**src/rtl/deia_cfg.svh**
```systemverilog
`ifndef DEIA_CFG_SVH
`define DEIA_CFG_SVH
`define DEIA_N_RES       8
`define DEIA_N_CH        4
`define DEIA_RES_W       3
`define DEIA_CH_W        2
`define DEIA_PC_W        32
`define DEIA_SEL_RST     8'h00
`define DEIA_IRQ_RST     8'h00
`define DEIA_EVT_RST     8'h00
`define DEIA_WD_IRQ_RST  1'b0
`define DEIA_WD_TIME_NS  160
`define DEIA_CLK_NS      10
`define DEIA_WD_CYCLES   (`DEIA_WD_TIME_NS / `DEIA_CLK_NS)
`endif

```
**src/rtl/deia_pkg.sv**
```systemverilog
`include "deia_cfg.svh"
package deia_pkg;
  typedef enum logic [1:0] {
    DEIA_RUN       = 2'b00,
    DEIA_WAIT      = 2'b01,
    DEIA_FAULTING  = 2'b10,
    DEIA_FAULTED   = 2'b11
  } deia_chst_t;

  // one instruction slot per channel per cycle
  typedef struct packed {
    logic                     sev;
    logic                     wfe;
    logic [`DEIA_RES_W-1:0]   res;
    logic [`DEIA_PC_W-1:0]    pc;
  } deia_instr_t;

  typedef struct packed {
    logic ns_secure_txn;
    logic ns_secure_evt;
    logic ns_secure_periph;
    logic ns_mgr_start_secure;
    logic undef_instr;
    logic bad_operand;
    logic fetch_err;
    logic store_short;
  } deia_precise_t;

  typedef struct packed {
    logic load_err;
    logic store_err;
    logic fifo_too_small;
    logic store_no_load;
  } deia_imprecise_t;

  typedef struct packed {
    logic running;
    logic blocked_fifo;
    logic blocked_lock;
    logic bus_active;
  } deia_ldstat_t;
endpackage : deia_pkg

```
**src/rtl/deia_unit.sv**
```systemverilog
`include "deia_cfg.svh"
module deia_unit
  import deia_pkg::*;
(
  input  wire logic                         i_clock,
  input  wire logic                         i_rst,
  input  wire logic [`DEIA_N_RES-1:0]       i_event_or_irq_select_reg,
  input  wire logic [`DEIA_N_RES-1:0]       i_interrupt_clear_reg,
  input  wire logic                         i_watchdog_interrupt_only_flag,
  input  wire deia_instr_t [`DEIA_N_CH-1:0] i_instr,
  input  wire deia_precise_t [`DEIA_N_CH-1:0]   i_precise,
  input  wire deia_imprecise_t [`DEIA_N_CH-1:0] i_imprecise,
  input  wire deia_ldstat_t [`DEIA_N_CH-1:0]    i_ldstat,
  input  wire logic                         i_load_queue_empty,
  input  wire logic                         i_store_queue_empty,
  input  wire logic [`DEIA_N_CH-1:0]        i_kill,
  output logic [`DEIA_N_RES-1:0]            o_irq,
  output logic [`DEIA_N_RES-1:0]            o_event_pending,
  output logic [`DEIA_N_CH-1:0]             o_stall,
  output logic [`DEIA_N_CH-1:0]             o_nop,
  output logic [`DEIA_N_CH-1:0]             o_halt_issue,
  output logic [`DEIA_N_CH-1:0]             o_faulted,
  output logic [`DEIA_N_CH-1:0]             o_stopped,
  output logic [`DEIA_N_CH-1:0]             o_precise_fault,
  output logic [`DEIA_N_CH*`DEIA_PC_W-1:0]  o_fault_pc,
  output logic                              o_abort_irq,
  output logic                              o_lockup
);

  localparam int WD_CYC = (`DEIA_WD_CYCLES < 1) ? 1 : `DEIA_WD_CYCLES;

  function automatic logic [`DEIA_N_RES-1:0] dec_res(
    input logic [`DEIA_RES_W-1:0] res
  );
    dec_res = `DEIA_N_RES'(1) << res;
  endfunction : dec_res

  logic [`DEIA_N_RES-1:0] evt_ff;
  logic [`DEIA_N_RES-1:0] irq_ff;
  logic [`DEIA_N_RES-1:0] nxt_evt;
  logic [`DEIA_N_RES-1:0] nxt_irq;
  logic [`DEIA_N_RES-1:0] sev_vec;
  logic [`DEIA_N_RES-1:0] evt_set;
  logic [`DEIA_N_RES-1:0] evt_clr;
  logic [`DEIA_N_CH-1:0]  precise_hit;
  logic [`DEIA_N_CH-1:0]  imprecise_hit;
  logic [`DEIA_N_CH-1:0]  contrib;
  logic [`DEIA_N_CH-1:0]  stall_ff;
  logic [`DEIA_N_CH-1:0]  consume_ff;
  logic [`DEIA_RES_W-1:0] wres_ff [`DEIA_N_CH];
  deia_chst_t             st_ff [`DEIA_N_CH];
  logic [7:0]             wd_cnt_ff;
  logic                   lock_cond;
  logic                   wd_fire;
  logic                   abort_ff;
  logic                   stopped_any;
  logic                   all_killed;

  // sends from running channels; a no-op replaces an aborting send
  always_comb begin
    sev_vec = '0;
    for (int c = 0; c < `DEIA_N_CH; c++) begin
      if (i_instr[c].sev && st_ff[c] == DEIA_RUN && !precise_hit[c]) begin
        sev_vec = sev_vec | dec_res(i_instr[c].res);
      end
    end
  end

  // events: wakes clear the cycle after the send, consumes the cycle after the wait
  always_comb begin
    evt_clr = '0;
    for (int c = 0; c < `DEIA_N_CH; c++) begin
      if (consume_ff[c]) begin
        evt_clr = evt_clr | dec_res(wres_ff[c]);
      end
      if (stall_ff[c] && evt_ff[wres_ff[c]]) begin
        evt_clr = evt_clr | dec_res(wres_ff[c]);
      end
    end
  end

  // same-cycle send and wait: waiter takes it, nothing left pending
  always_comb begin
    evt_set = sev_vec & ~i_event_or_irq_select_reg;
    for (int c = 0; c < `DEIA_N_CH; c++) begin
      if (i_instr[c].wfe && st_ff[c] == DEIA_RUN && !precise_hit[c]
          && sev_vec[i_instr[c].res]) begin
        evt_set = evt_set & ~dec_res(i_instr[c].res);
      end
    end
  end

  // set beats clear, so a send in the clearing cycle is not lost
  assign nxt_evt = (evt_ff & ~evt_clr) | evt_set;

  // interrupts: set wins over a clear in the same cycle
  always_comb begin
    nxt_irq = (irq_ff & ~i_interrupt_clear_reg)
            | (sev_vec & i_event_or_irq_select_reg);
  end

  always_ff @(posedge i_clock) begin
    if (i_rst) begin
      evt_ff <= `DEIA_EVT_RST;
    end else begin
      evt_ff <= nxt_evt;
    end
  end

  always_ff @(posedge i_clock) begin
    if (i_rst) begin
      irq_ff <= `DEIA_IRQ_RST;
    end else begin
      irq_ff <= nxt_irq;
    end
  end

  // lockup watchdog: condition must persist for the timeout
  always_comb begin
    lock_cond = i_load_queue_empty && i_store_queue_empty;
    stopped_any = 1'b0;
    contrib = '0;
    for (int c = 0; c < `DEIA_N_CH; c++) begin
      if (i_ldstat[c].running && st_ff[c] != DEIA_FAULTING
          && st_ff[c] != DEIA_FAULTED) begin
        stopped_any = 1'b1;
        contrib[c] = 1'b1;
        if (!(i_ldstat[c].blocked_fifo || i_ldstat[c].blocked_lock)) begin
          lock_cond = 1'b0;
        end
      end
    end
    lock_cond = lock_cond && stopped_any;
  end

  assign wd_fire = lock_cond && (wd_cnt_ff == 8'(WD_CYC - 1));

  always_ff @(posedge i_clock) begin
    if (i_rst || !lock_cond || wd_fire) begin
      wd_cnt_ff <= 8'h00;
    end else begin
      wd_cnt_ff <= wd_cnt_ff + 8'h01;
    end
  end

  // per-channel abort, wait and state tracking
  genvar g;
  generate
    for (g = 0; g < `DEIA_N_CH; g++) begin : g_ch
      logic is_wait;
      logic evt_now;
      logic wd_abort;

      assign precise_hit[g] = (i_precise[g] != '0)
                              && st_ff[g] == DEIA_RUN;
      // irq-only mode reports the lockup but lets channels keep trying
      assign wd_abort = wd_fire && contrib[g]
                        && !i_watchdog_interrupt_only_flag;
      assign imprecise_hit[g] = (i_imprecise[g] != '0)
                                || wd_abort;
      assign is_wait = i_instr[g].wfe && st_ff[g] == DEIA_RUN
                       && !precise_hit[g];
      // pending: one-cycle halt; sent this cycle: no halt at all
      assign evt_now = evt_ff[i_instr[g].res] || sev_vec[i_instr[g].res];

      always_ff @(posedge i_clock) begin
        if (i_rst) begin
          st_ff[g] <= DEIA_RUN;
        end else begin
          unique case (st_ff[g])
            DEIA_RUN: begin
              if (precise_hit[g] || imprecise_hit[g]) begin
                st_ff[g] <= DEIA_FAULTING;
              end else if (is_wait && !evt_now) begin
                st_ff[g] <= DEIA_WAIT;
              end
            end
            DEIA_WAIT: begin
              if (imprecise_hit[g]) begin
                st_ff[g] <= DEIA_FAULTING;
              end else if (evt_ff[wres_ff[g]]) begin
                st_ff[g] <= DEIA_RUN;
              end
            end
            DEIA_FAULTING: begin
              if (!i_ldstat[g].bus_active) begin
                st_ff[g] <= DEIA_FAULTED;
              end
            end
            DEIA_FAULTED: begin
              if (i_kill[g]) begin
                st_ff[g] <= DEIA_RUN;
              end
            end
          endcase
        end
      end

      // wait on an already present event consumes it one cycle later
      always_ff @(posedge i_clock) begin
        if (i_rst) begin
          consume_ff[g] <= 1'b0;
          wres_ff[g]    <= '0;
        end else begin
          consume_ff[g] <= is_wait && evt_ff[i_instr[g].res];
          if (is_wait) begin
            wres_ff[g] <= i_instr[g].res;
          end
        end
      end

      always_ff @(posedge i_clock) begin
        if (i_rst) begin
          stall_ff[g] <= 1'b0;
        end else begin
          stall_ff[g] <= (is_wait && !evt_now)
                         || (stall_ff[g] && !evt_ff[wres_ff[g]]
                             && !imprecise_hit[g]);
        end
      end

      // pc capture; imprecise leaves whatever pc is current
      always_ff @(posedge i_clock) begin
        if (i_rst) begin
          o_fault_pc[g*`DEIA_PC_W +: `DEIA_PC_W] <= '0;
          o_precise_fault[g] <= 1'b0;
        end else if (precise_hit[g]) begin
          o_fault_pc[g*`DEIA_PC_W +: `DEIA_PC_W] <= i_instr[g].pc;
          o_precise_fault[g] <= 1'b1;
        end else if (imprecise_hit[g] && st_ff[g] != DEIA_FAULTING
                     && st_ff[g] != DEIA_FAULTED) begin
          o_fault_pc[g*`DEIA_PC_W +: `DEIA_PC_W] <= i_instr[g].pc;
          o_precise_fault[g] <= 1'b0;
        end
      end

      assign o_stall[g] = stall_ff[g] || consume_ff[g]
                          || (is_wait && !evt_now);
      assign o_nop[g] = precise_hit[g];
      assign o_halt_issue[g] = st_ff[g] == DEIA_FAULTING
                               || st_ff[g] == DEIA_FAULTED;
      assign o_faulted[g] = st_ff[g] == DEIA_FAULTED;

      // stopped after a kill until the channel is started again
      always_ff @(posedge i_clock) begin
        if (i_rst) begin
          o_stopped[g] <= 1'b0;
        end else if (st_ff[g] == DEIA_FAULTED && i_kill[g]) begin
          o_stopped[g] <= 1'b1;
        end else if (i_ldstat[g].running) begin
          o_stopped[g] <= 1'b0;
        end
      end
    end
  endgenerate

  // last halted channel killed: nothing left for the handler to see
  assign all_killed = (i_kill != '0) && ((o_halt_issue & ~i_kill) == '0);

  // abort irq held until one cycle's kill covers every halted channel, draining ones included
  always_ff @(posedge i_clock) begin
    if (i_rst) begin
      abort_ff <= 1'b0;
    end else if (wd_fire || (precise_hit != '0) || (imprecise_hit != '0)) begin
      abort_ff <= 1'b1;
    end else if (all_killed) begin
      abort_ff <= 1'b0;
    end
  end

  assign o_irq           = irq_ff;
  assign o_event_pending = evt_ff;
  assign o_abort_irq     = abort_ff;
  assign o_lockup        = wd_fire;

endmodule : deia_unit

```
**config.mk**
```make
export PLATFORM = sky130hd
export DESIGN_NAME = deia_unit
export DESIGN_NICKNAME = d
export VERILOG_FILES = /design/src/rtl/deia_pkg.sv /design/src/rtl/deia_unit.sv
export VERILOG_INCLUDE_DIRS = /design/src /design/src/rtl
export SDC_FILE = /design/constraint.sdc
export NUM_CORES = 1
export LEC_CHECK = 0
export ABC_AREA = 1
export BUFFER_PORTS_ARGS = -buffer_cell sky130_fd_sc_hd__clkbuf_2
export CAP_MARGIN = 20
export CORE_AREA = 3 3 158 160
export CTS_CLUSTER_SIZE = 16
export DETAILED_ROUTE_END_ITERATION = 8
export DIE_AREA = 0 0 161 163
export PLACE_DENSITY = 0.69
export SLEW_MARGIN = 30
export SYNTH_ARGS = -nofsm -noshare
export SYNTH_HDL_FRONTEND = slang
export SYNTH_SLANG_ARGS = --single-unit
```
**constraint.sdc**
```tcl
create_clock -name i_clock -period 3.15 [get_ports i_clock]
set_clock_uncertainty 0.2 [all_clocks]
set_input_delay 0.4725 -clock i_clock [delete_from_list [all_inputs] [get_ports i_clock]]
set_output_delay 0.4725 -clock i_clock [all_outputs]
set_load 0.02 [all_outputs]
```
# After elaboration in Yosys (flattened, before gate mapping)
# Memories as Yosys holds them, arrays and structs flattened.
# Index checks and enable logic that the tools add are counted.
# totals
register_bits,169
out_inout_bits,170
wordCells,503
n_memories,2
ram_bits,20
# op_classes
addsub,1
n_reduce_logical,155
mux,227
bitwise_logic,57
eq_ne,21
magnitude_cmp,8
n_shift,8
# mem_list
name,words,width,rd,rd_ports_with_merged_regs,wr,line_no,text
wres_ff,4,3,4,0,4,deia_unit.sv:50,logic [`DEIA_RES_W-1:0] wres_ff [`DEIA_N_CH];
st_ff,4,2,4,0,4,deia_unit.sv:51,deia_chst_t st_ff [`DEIA_N_CH];
# ops
cell,count
$mux W32,8
$mux W1,163
$mux W8,16
$or A8 B8 Y8,12
$logic_and A1 B1 Y1,76
$and A8 B8 Y8,8
$shl A1 B3 Y8 const A,8
$not A8 Y8,7
$mux W2,24
$bmux W1 S3,12
$logic_or A1 B1 Y1,36
$lt A3 B4 Y1 const B,8
$reduce_bool A8 Y1,4
$or A1 B1 Y1,28
$reduce_bool A4 Y1,7
$logic_not A1 Y1,18
$reduce_bool A2 Y1,9
$eq A2 B2 Y1 const B,8
$ne A2 B2 Y1 const B,8
$mux W3,4
$add A8 B1 Y8 const B,1
$eq A2 B1 Y1 const B,4
$eq A8 B4 Y1 const B,1
$logic_not A2 Y1,4
other kinds (3),3

# Depth between registers and ports, before layout
# Gate-level depths: netlist (run 1).
# logic_depth
ltp_word,26
depth_mapped,17
ltp_nobuf,17

# Worst setup path after synthesis (run 1)
# OpenSTA, ideal clock, no wires.
# synth_timing
kind,in2out
startpoint,input i_precise[17] (netlist name)
endpoint,output o_stall[2]
t_required_ps,2477
n_path_buf,0
t_arrival_ps,1856
slack_ps,622
stages,11
path_cell_list,nor2_1 > nand2_1 > nor2_1 > nand3_1 > nand2_1 > nor2_1 > or2_0 > nand3_2 > nand2_1 > nand3_1 > nand2_1
# synth_between
elab_chain_cells,13
word_cells_on_any_way,14
cone_classes,mux (4); bitwise (1); reduce/logical (9)
# synth_rtl
item,line_no,text
start: declaration,deia_unit.sv:11,"input wire deia_precise_t [`DEIA_N_CH-1:0] i_precise,"
$reduce_bool A8 Y1 *,deia_unit.sv:154,assign precise_hit[g] = (i_precise[g] != '0)
$logic_and A1 B1 Y1 *,deia_unit.sv:155,&& st_ff[g] == DEIA_RUN;
$logic_not A1 Y1 *,"deia_unit.sv:63, deia_unit.sv:162",
$logic_and A1 B1 Y1,deia_unit.sv:63,if (i_instr[c].sev && st_ff[c] == DEIA_RUN && !precise_hit[c]) begin
$mux W8,deia_unit.sv:63,
$or A8 B8 Y8,deia_unit.sv:64,sev_vec = sev_vec | dec_res(i_instr[c].res);
$mux W8,deia_unit.sv:63,
$bmux W1 S3,deia_unit.sv:164,assign evt_now = evt_ff[i_instr[g].res] || sev_vec[i_instr[g].res];
$mux W1 (implied by the code),deia_unit.sv:164,
$logic_or A1 B1 Y1,deia_unit.sv:164,
$logic_not A1 Y1,deia_unit.sv:238,|| (is_wait && !evt_now);
$logic_and A1 B1 Y1 *,deia_unit.sv:238,
$logic_or A1 B1 Y1 *,deia_unit.sv:238,
end: declaration,deia_unit.sv:19,"output logic [`DEIA_N_CH-1:0] o_stall,"
# Mark *: on every way between the ends. The rest lies on a longest branch, timed or not. The select of a mux whose other input is x is not followed.

==> results of run 1 <==
per-stage QoR:
step	utilization	setup slack [ns]
final	0.549	0.0524
after global routing	0.549	-0.0439
after CTS	0.539	0.000590
after detailed placement	0.510	0.227
after global placement	0.510	0.189
after floorplan	-	0.622
sequential cells by signal, summed over array words and instances (netlist names):
| name | cells |
|---|---|
| o_precise_fault | 4 |
| wd_cnt_ff | 8 |
| o_fault_pc | 128 |
| st_ff | 8 |
| o_event_pending | 8 |
| o_abort_irq | 1 |
| stall_ff | 4 |
| consume_ff | 4 |
| wres_ff | 12 |
| o_irq | 8 |
| o_stopped | 4 |
how the worst min path moves through the flow:
stage / slack, ns / endpoint / cells after the start
6_report: 0.06 / o_fault_pc[4]$_SDFFE_PP0P_ / 3
5_1_grt: 0.05 / o_fault_pc[120]$_SDFFE_PP0P_ / 3
4_1_cts: 0.04 / o_fault_pc[4]$_SDFFE_PP0P_ / 3
3_5_place_dp: 0.25 / wd_cnt_ff[0]$_SDFF_PP0_ / 1
2_1_floorplan: 0.22 / wd_cnt_ff[0]$_SDFF_PP0_ / 1
3_3_place_gp: 0.23 / wd_cnt_ff[0]$_SDFF_PP0_ / 1
what timing repair did:
item | in CTS | in global routing
endpoints found under the setup margin | 4 | 4
pin swaps | 4 | 14
buffers inserted | 3 | 15
resized for setup | 13 | 50
hold buffers | 0 | 0
metal layers:
metal,up-vias,wire length (um),GRT usage
met5,-,9,0
met1,5140,14700,0.345
met3,75,3370,0.0636
li1,5531,-,-
met2,529,18400,0.463
met4,2,918,0.0774
layout by cell type, fill, tap and decap left out, types with 6 or more instances in the layout:
cell	n
o21ai_1	9
nor2_4	8
nor3_1	8
nand2_2	22
o22ai_1	14
clkinv_8	6
nand4_1	29
nor2_1	239
a21oi_1	136
nand3_1	175
dfxtp_1	169
clkbuf_2	401
inv_2	12
buf_4	55
o21ai_0	57
nand2_1	264
nand3_2	13
nand2_4	9
o221ai_1	6
clkbuf_16	17
nor2_2	7
inv_1	101
edfxtp_1	20
logic make-up after synthesis:
group	Yosys count
simple gates	796
fa+ha+maj	1
compound gates	242
xor+xnor	2
flops	189
buf+inv	182
worst max-delay path, stage by stage (launching register included):
cell	delay, ns
edfxtp_1	0.42
inv_2	0.11
nand2_4	0.07
nor2_4	0.18
buf_4	0.14
nand3_1	0.08
nand2_2	0.14
nor2_4	0.06
buf_4	0.13
nor2_1	0.11
a21oi_2	0.05
nand3_2	0.09
nand2_2	0.09
nand3b_1	0.11
nand2_1	0.08
buf_6	0.14
layout make-up:
cell class	instances	share of cell area
inverters	119	0.0347
flip-flops and latches	189	0.308
multi-input cells	1041	0.388
repair buffers	460	0.191
well taps	319	0.0309
clock buffers	19	0.0350
clock inverters	13	0.0125
power groups by stage:
stage,logic [uW],registers (uW),clock network (uW)
after CTS,3580,3170,2280
after global routing,4060,3240,2370
after floorplan,1890,3720,0
after detailed placement,3510,3240,0
final,3710,3180,2240
after global placement,3500,3220,0
==> flow_summary.toml, run 1 <==
[status]
status = "completed"

[sta]
tightest_slew_ns = 0.586
hold_viol = 0
drv_slew = 0
max_freq_ghz = 0.323
setup_viol = 0
final.setup.tns_ns = 0
rsz0062_at_grt = "yes"
slew_headroom = 0.606
whs_ns = 0.0606
fin_crit_ns = 3.10
timing.final.crit_share = 0.983

[final_layout]
syn_to_final_growth_pct = 34.3
fin_nets = 2066
drive_above_1_share = 0.312
stdcell_area_um2 = 12900
fillers = 2391
finalNonFillerCells = 2160
antenna_cells = 0
final-seq-area_um2 = 3980
multi_input_area_um2 = 5010

[clock_tree]
cts_made_buffers = 17
clk-insertion-delay-late_ns = 0.42
cts_tree = "done"
clkSinkCount = 189
cts-root-buf = "clkbuf_16"
clkTransAtPathRegs_ns = 0.09
clock_path_buffers = 2
htree_levels = 4

[placed_design]
placed_area_um2 = 12000
port_buffers = 406
post-place-cells = 2110
globalplace.congestion = 1.05
dp_hpwl_um = 28500

[routing]
drcViolationCount = 0
via_per_inst = 5.22
drtIter0Drc = 1113
ant_nets = 0
routed_wl_um = 37400
drt_pass1_iterations = 5
wire_per_inst_um = 17.3
vias = 11300

[logic_synthesis]
synth_top_family_by_area = "simple AND/OR/NAND/NOR gates"
syn_area_um2 = 9630
synth-simple-area-share = 0.367
avgSynthCellArea_um2 = 6.82
synth_edf_count = 20
async_flop_share = 0
synthCells = 1412
yosysSeqAreaShare = 0.414
synth.area.mux_share = 0
yosys.area_share.adder = 0.00130
synth_top_cell_area_share = 0.351
synthTopCellsByArea = "dfxtp_1, nand2_1, nor2_1"
ys_seq_elements = 189
ys_warn_count = 0
synth_compound_area_frac = 0.135
syn-num-nets = 1650
synth_ff_type = "dfxtp_1"
synth.most_common_cell = "nand2_1"
synth_common_cells = "nand2_1, nor2_1, nand3_1, dfxtp_1, a21oi_1"
synth_xor_area_frac = 0.00182
ys_types = 44
synth_top_cell_by_area = "dfxtp_1"

[floorplan]
ios = 407
core.rowCount = 56
die_width_um = 161
start_util = 0.409
die_area_um2 = 26200
dieHeight_um = 163
coreArea_um2 = 23500

[min_path]
hold_path_class = "primary input to flop"
hp-start = "i_instr[4]"

[pwr]
powerDensity_nw_per_um2 = 706
pwr-share-seq = 0.348
power_uw = 9130
swShare = 0.435
p_sw_uw = 3970
power_frac_comb = 0.407
p_leak_uw = 0.00629
ir_drop_uv = 371
internal_power_uw = 5150
p_clk_frac = 0.245

[setup_path]
rr_worst_depth = 12
crit_start = "st_ff[1][3]$_SDFFCE_PP0P_"
reg2reg_from = "st_ff[0][3]$_SDFFCE_PP0P_"
worst-setup-path-type = "flop to primary output"
cp_data_required_time_ns = 2.48
rrSetupSlack_ns = 0.17
crit_path_end = "o_stall[1]"
r2r-end = "st_ff[1][2]$_SDFFCE_PP0P_"
crit_path_max_fanout = 4
arrival_ns = 2.43
startpoint_type = "flop"
endpoint_kind = "primary output"

[grt]
grt_pass1_vias = 10500
antenna_found_initial = 1
grt_max_degree = 91
grt_pass1_wl_um = 56700
gr-usage-all-layers = 0.271
grt_overflow_total = 0

[flow_run]
cap_violations = 0
(Power assumes the default switching activity.)
==> inputs of run 2 (changes only) <==
ABC_AREA = default   (was 1)
==> flow_summary.toml, run 2 <==
[placed_design]
dp_hpwl_um = 30700
place_ws_ns = -0.345
post-place-cells = 1917
globalplace.congestion = 0.977
port_buffers = 406

[logic_synthesis]
synth_top_cell_by_area = "dfxtp_1"
synth_common_cells = "nand2_1, dfxtp_1, a21oi_1, nor2_1, clkbuf_1"
yosysSeqAreaShare = 0.420
synthCells = 1137
synth.most_common_cell = "nand2_1"
synth_top_cell_area_share = 0.357
ys_types = 75
synthTopCellsByArea = "dfxtp_1, nand2_1, a21oi_1"
ys_warn_count = 0
syn-num-nets = 1375
syn_area_um2 = 9490
synth_edf_count = 20
async_flop_share = 0
synth_ff_type = "dfxtp_1"
avgSynthCellArea_um2 = 8.34
ys_seq_elements = 189

[setup_path]
path_cells = "nor3b_4 -> nand4b_4 -> buf_6 -> o22ai_4 -> or2_4 -> nor2_1 -> or3_1 -> a22oi_2 -> buf_4 -> nand2_4 -> buf_8"
worst-setup-path-type = "flop to primary output"
cp_num_buf_inv = 3
endpoint_kind = "primary output"
cp_top_family = "simple AND/OR/NAND/NOR gates"
cpPeakStageDelay_ns = 0.45
startpoint_type = "flop"
cpMaxStageDelayCell = "edfxtp_1"
arrival_ns = 2.77
cp_data_required_time_ns = 2.48
crit_path_max_fanout = 6
reg2reg_from = "st_ff[1][1]$_SDFFCE_PP0P_"
crit_start = "st_ff[1][1]$_SDFFCE_PP0P_"

[status]
status = "complete, but fails checks"
violations = "negative setup slack"

[floorplan]
dieHeight_um = 163
start_util = 0.403
coreArea_um2 = 23500
ios = 407
core.rowCount = 56
die_area_um2 = 26200
die_width_um = 161

[sta]
final.setup.tns_ns = -0.985
timing.final.crit_share = 1.09
whs_ns = 0.0456
fin_crit_ns = 3.44
worst_slack_ns = -0.288
drv_slew = 0
slew_headroom = 0.630
max_freq_ghz = 0.291
tightest_slew_ns = 0.555
setup_viol = 6
hold_viol = 0
rsz0062_at_grt = "yes"

[clock_tree]
clk-insertion-delay-late_ns = 0.43
cts-root-buf = "clkbuf_16"
clkSinkCount = 189
cts_made_buffers = 17
clock_path_buffers = 2
cts_hold_buf = 0
cts_tree = "done"
clkTransAtPathRegs_ns = 0.09
htree_levels = 4

[final_layout]
layout_common_cells = "clkbuf_2, nand2_1, dfxtp_1, a21oi_1, buf_4"
final_common_cell = "clkbuf_2"
fin_util = 0.582
fin_nets = 1870
regMostFlops = "o_fault_pc"
finalNonFillerCells = 1966
reg.largest.list = "o_fault_pc (128), wres_ff (12)"
drive_above_1_share = 0.408
syn_to_final_growth_pct = 44.3
largest_reg_flops = 128

[grt]
grt_max_degree = 79
grt_pass1_wl_um = 57500
gr-usage-all-layers = 0.282
grt_overflow_total = 0
grt_pass1_vias = 10200
antenna_found_initial = 5

[routing]
wire_per_inst_um = 19.7
vias = 10600
routed_wl_um = 38800
drtIter0Drc = 1026
drcViolationCount = 0
via_per_inst = 5.39
drt_pass1_iterations = 5
ant_nets = 0

[min_path]
hp-start = "i_instr[126]"
hold_path_class = "primary input to flop"

[pwr]
p_leak_uw = 0.00631
powerDensity_nw_per_um2 = 562
ir_drop_uv = 321

[flow_run]
cap_violations = 0
-- run 2: routing by layer --
layer	vias to the layer above	share of wire	global-route usage	routed length (um)
li1	4996	-	-	-
met1	4983	0.40	0.358	15600
met2	509	0.48	0.472	18700
met3	94	0.081	0.0626	3160
met4	6	0.035	0.107	1360
met5	-	0.00098	0	38
-- run 2: tightest hold or removal path, cell delays in order --
cell and delay [ns]:
clkbuf_2 0.08, nand2_1 0.04, a21oi_1 0.05
-- run 2: timing repair --
item / CTS / global route
gates resized for setup: 42 / 27
cloned: 0 / 0
pin swaps: 18 / 15
endpoints found under the setup margin: 6 / 53
hold endpoints to repair: 0 / 0
setup buffers: 14 / 3
-- run 2: through the flow --
step | total power, uW | instance area, um^2
after global placement | 5320 | 12700
final | 7700 | 13700
after global routing | 8050 | 13700
after floorplan | 4390 | 9490
after detailed placement | 5360 | 12700
after CTS | 7700 | 13600
-- run 2: area by class of cell --
cell class / instances / area (um^2)
clock buffer: 18 / 429
clock inverter: 14 / 184
multi-input combinational: 858 / 5380
sequential: 189 / 3980
timing repair buffer: 550 / 3250
tap: 319 / 399
fill: 2229 / 9850
antenna: 2 / 5.00
inverter: 16 / 60.1
-- run 2: worst paths after layout --
check | to | slack [ns] | depth (start not counted)
worst min register to register | o_fault_pc[5]$_SDFFE_PP0P_ | 0.25 | 2
worst max-delay path | o_stall[2] | -0.29 | 11
worst min-delay path | o_fault_pc[111]$_SDFFE_PP0P_ | 0.05 | 3
worst max register to register | st_ff[0][3]$_SDFFCE_PP0P_ | -0.03 | 10
-- run 2: power by group --
part	internal, uW	switching (uW)
Sequential	2750	187
Clock	1160	1140
Combinational	908	1560
-- run 2: cells by family after synthesis --
group,count (synthesis),share of synthesized area
AO/OA/AOI/OAI,231,0.147
AND/OR/NAND/NOR,561,0.299
buffers and inverters,90,0.0406
XOR/XNOR,6,0.00554
flip-flops,189,0.420
adder cells (fa/ha/maj),1,0.00132
multiplexers,59,0.0861
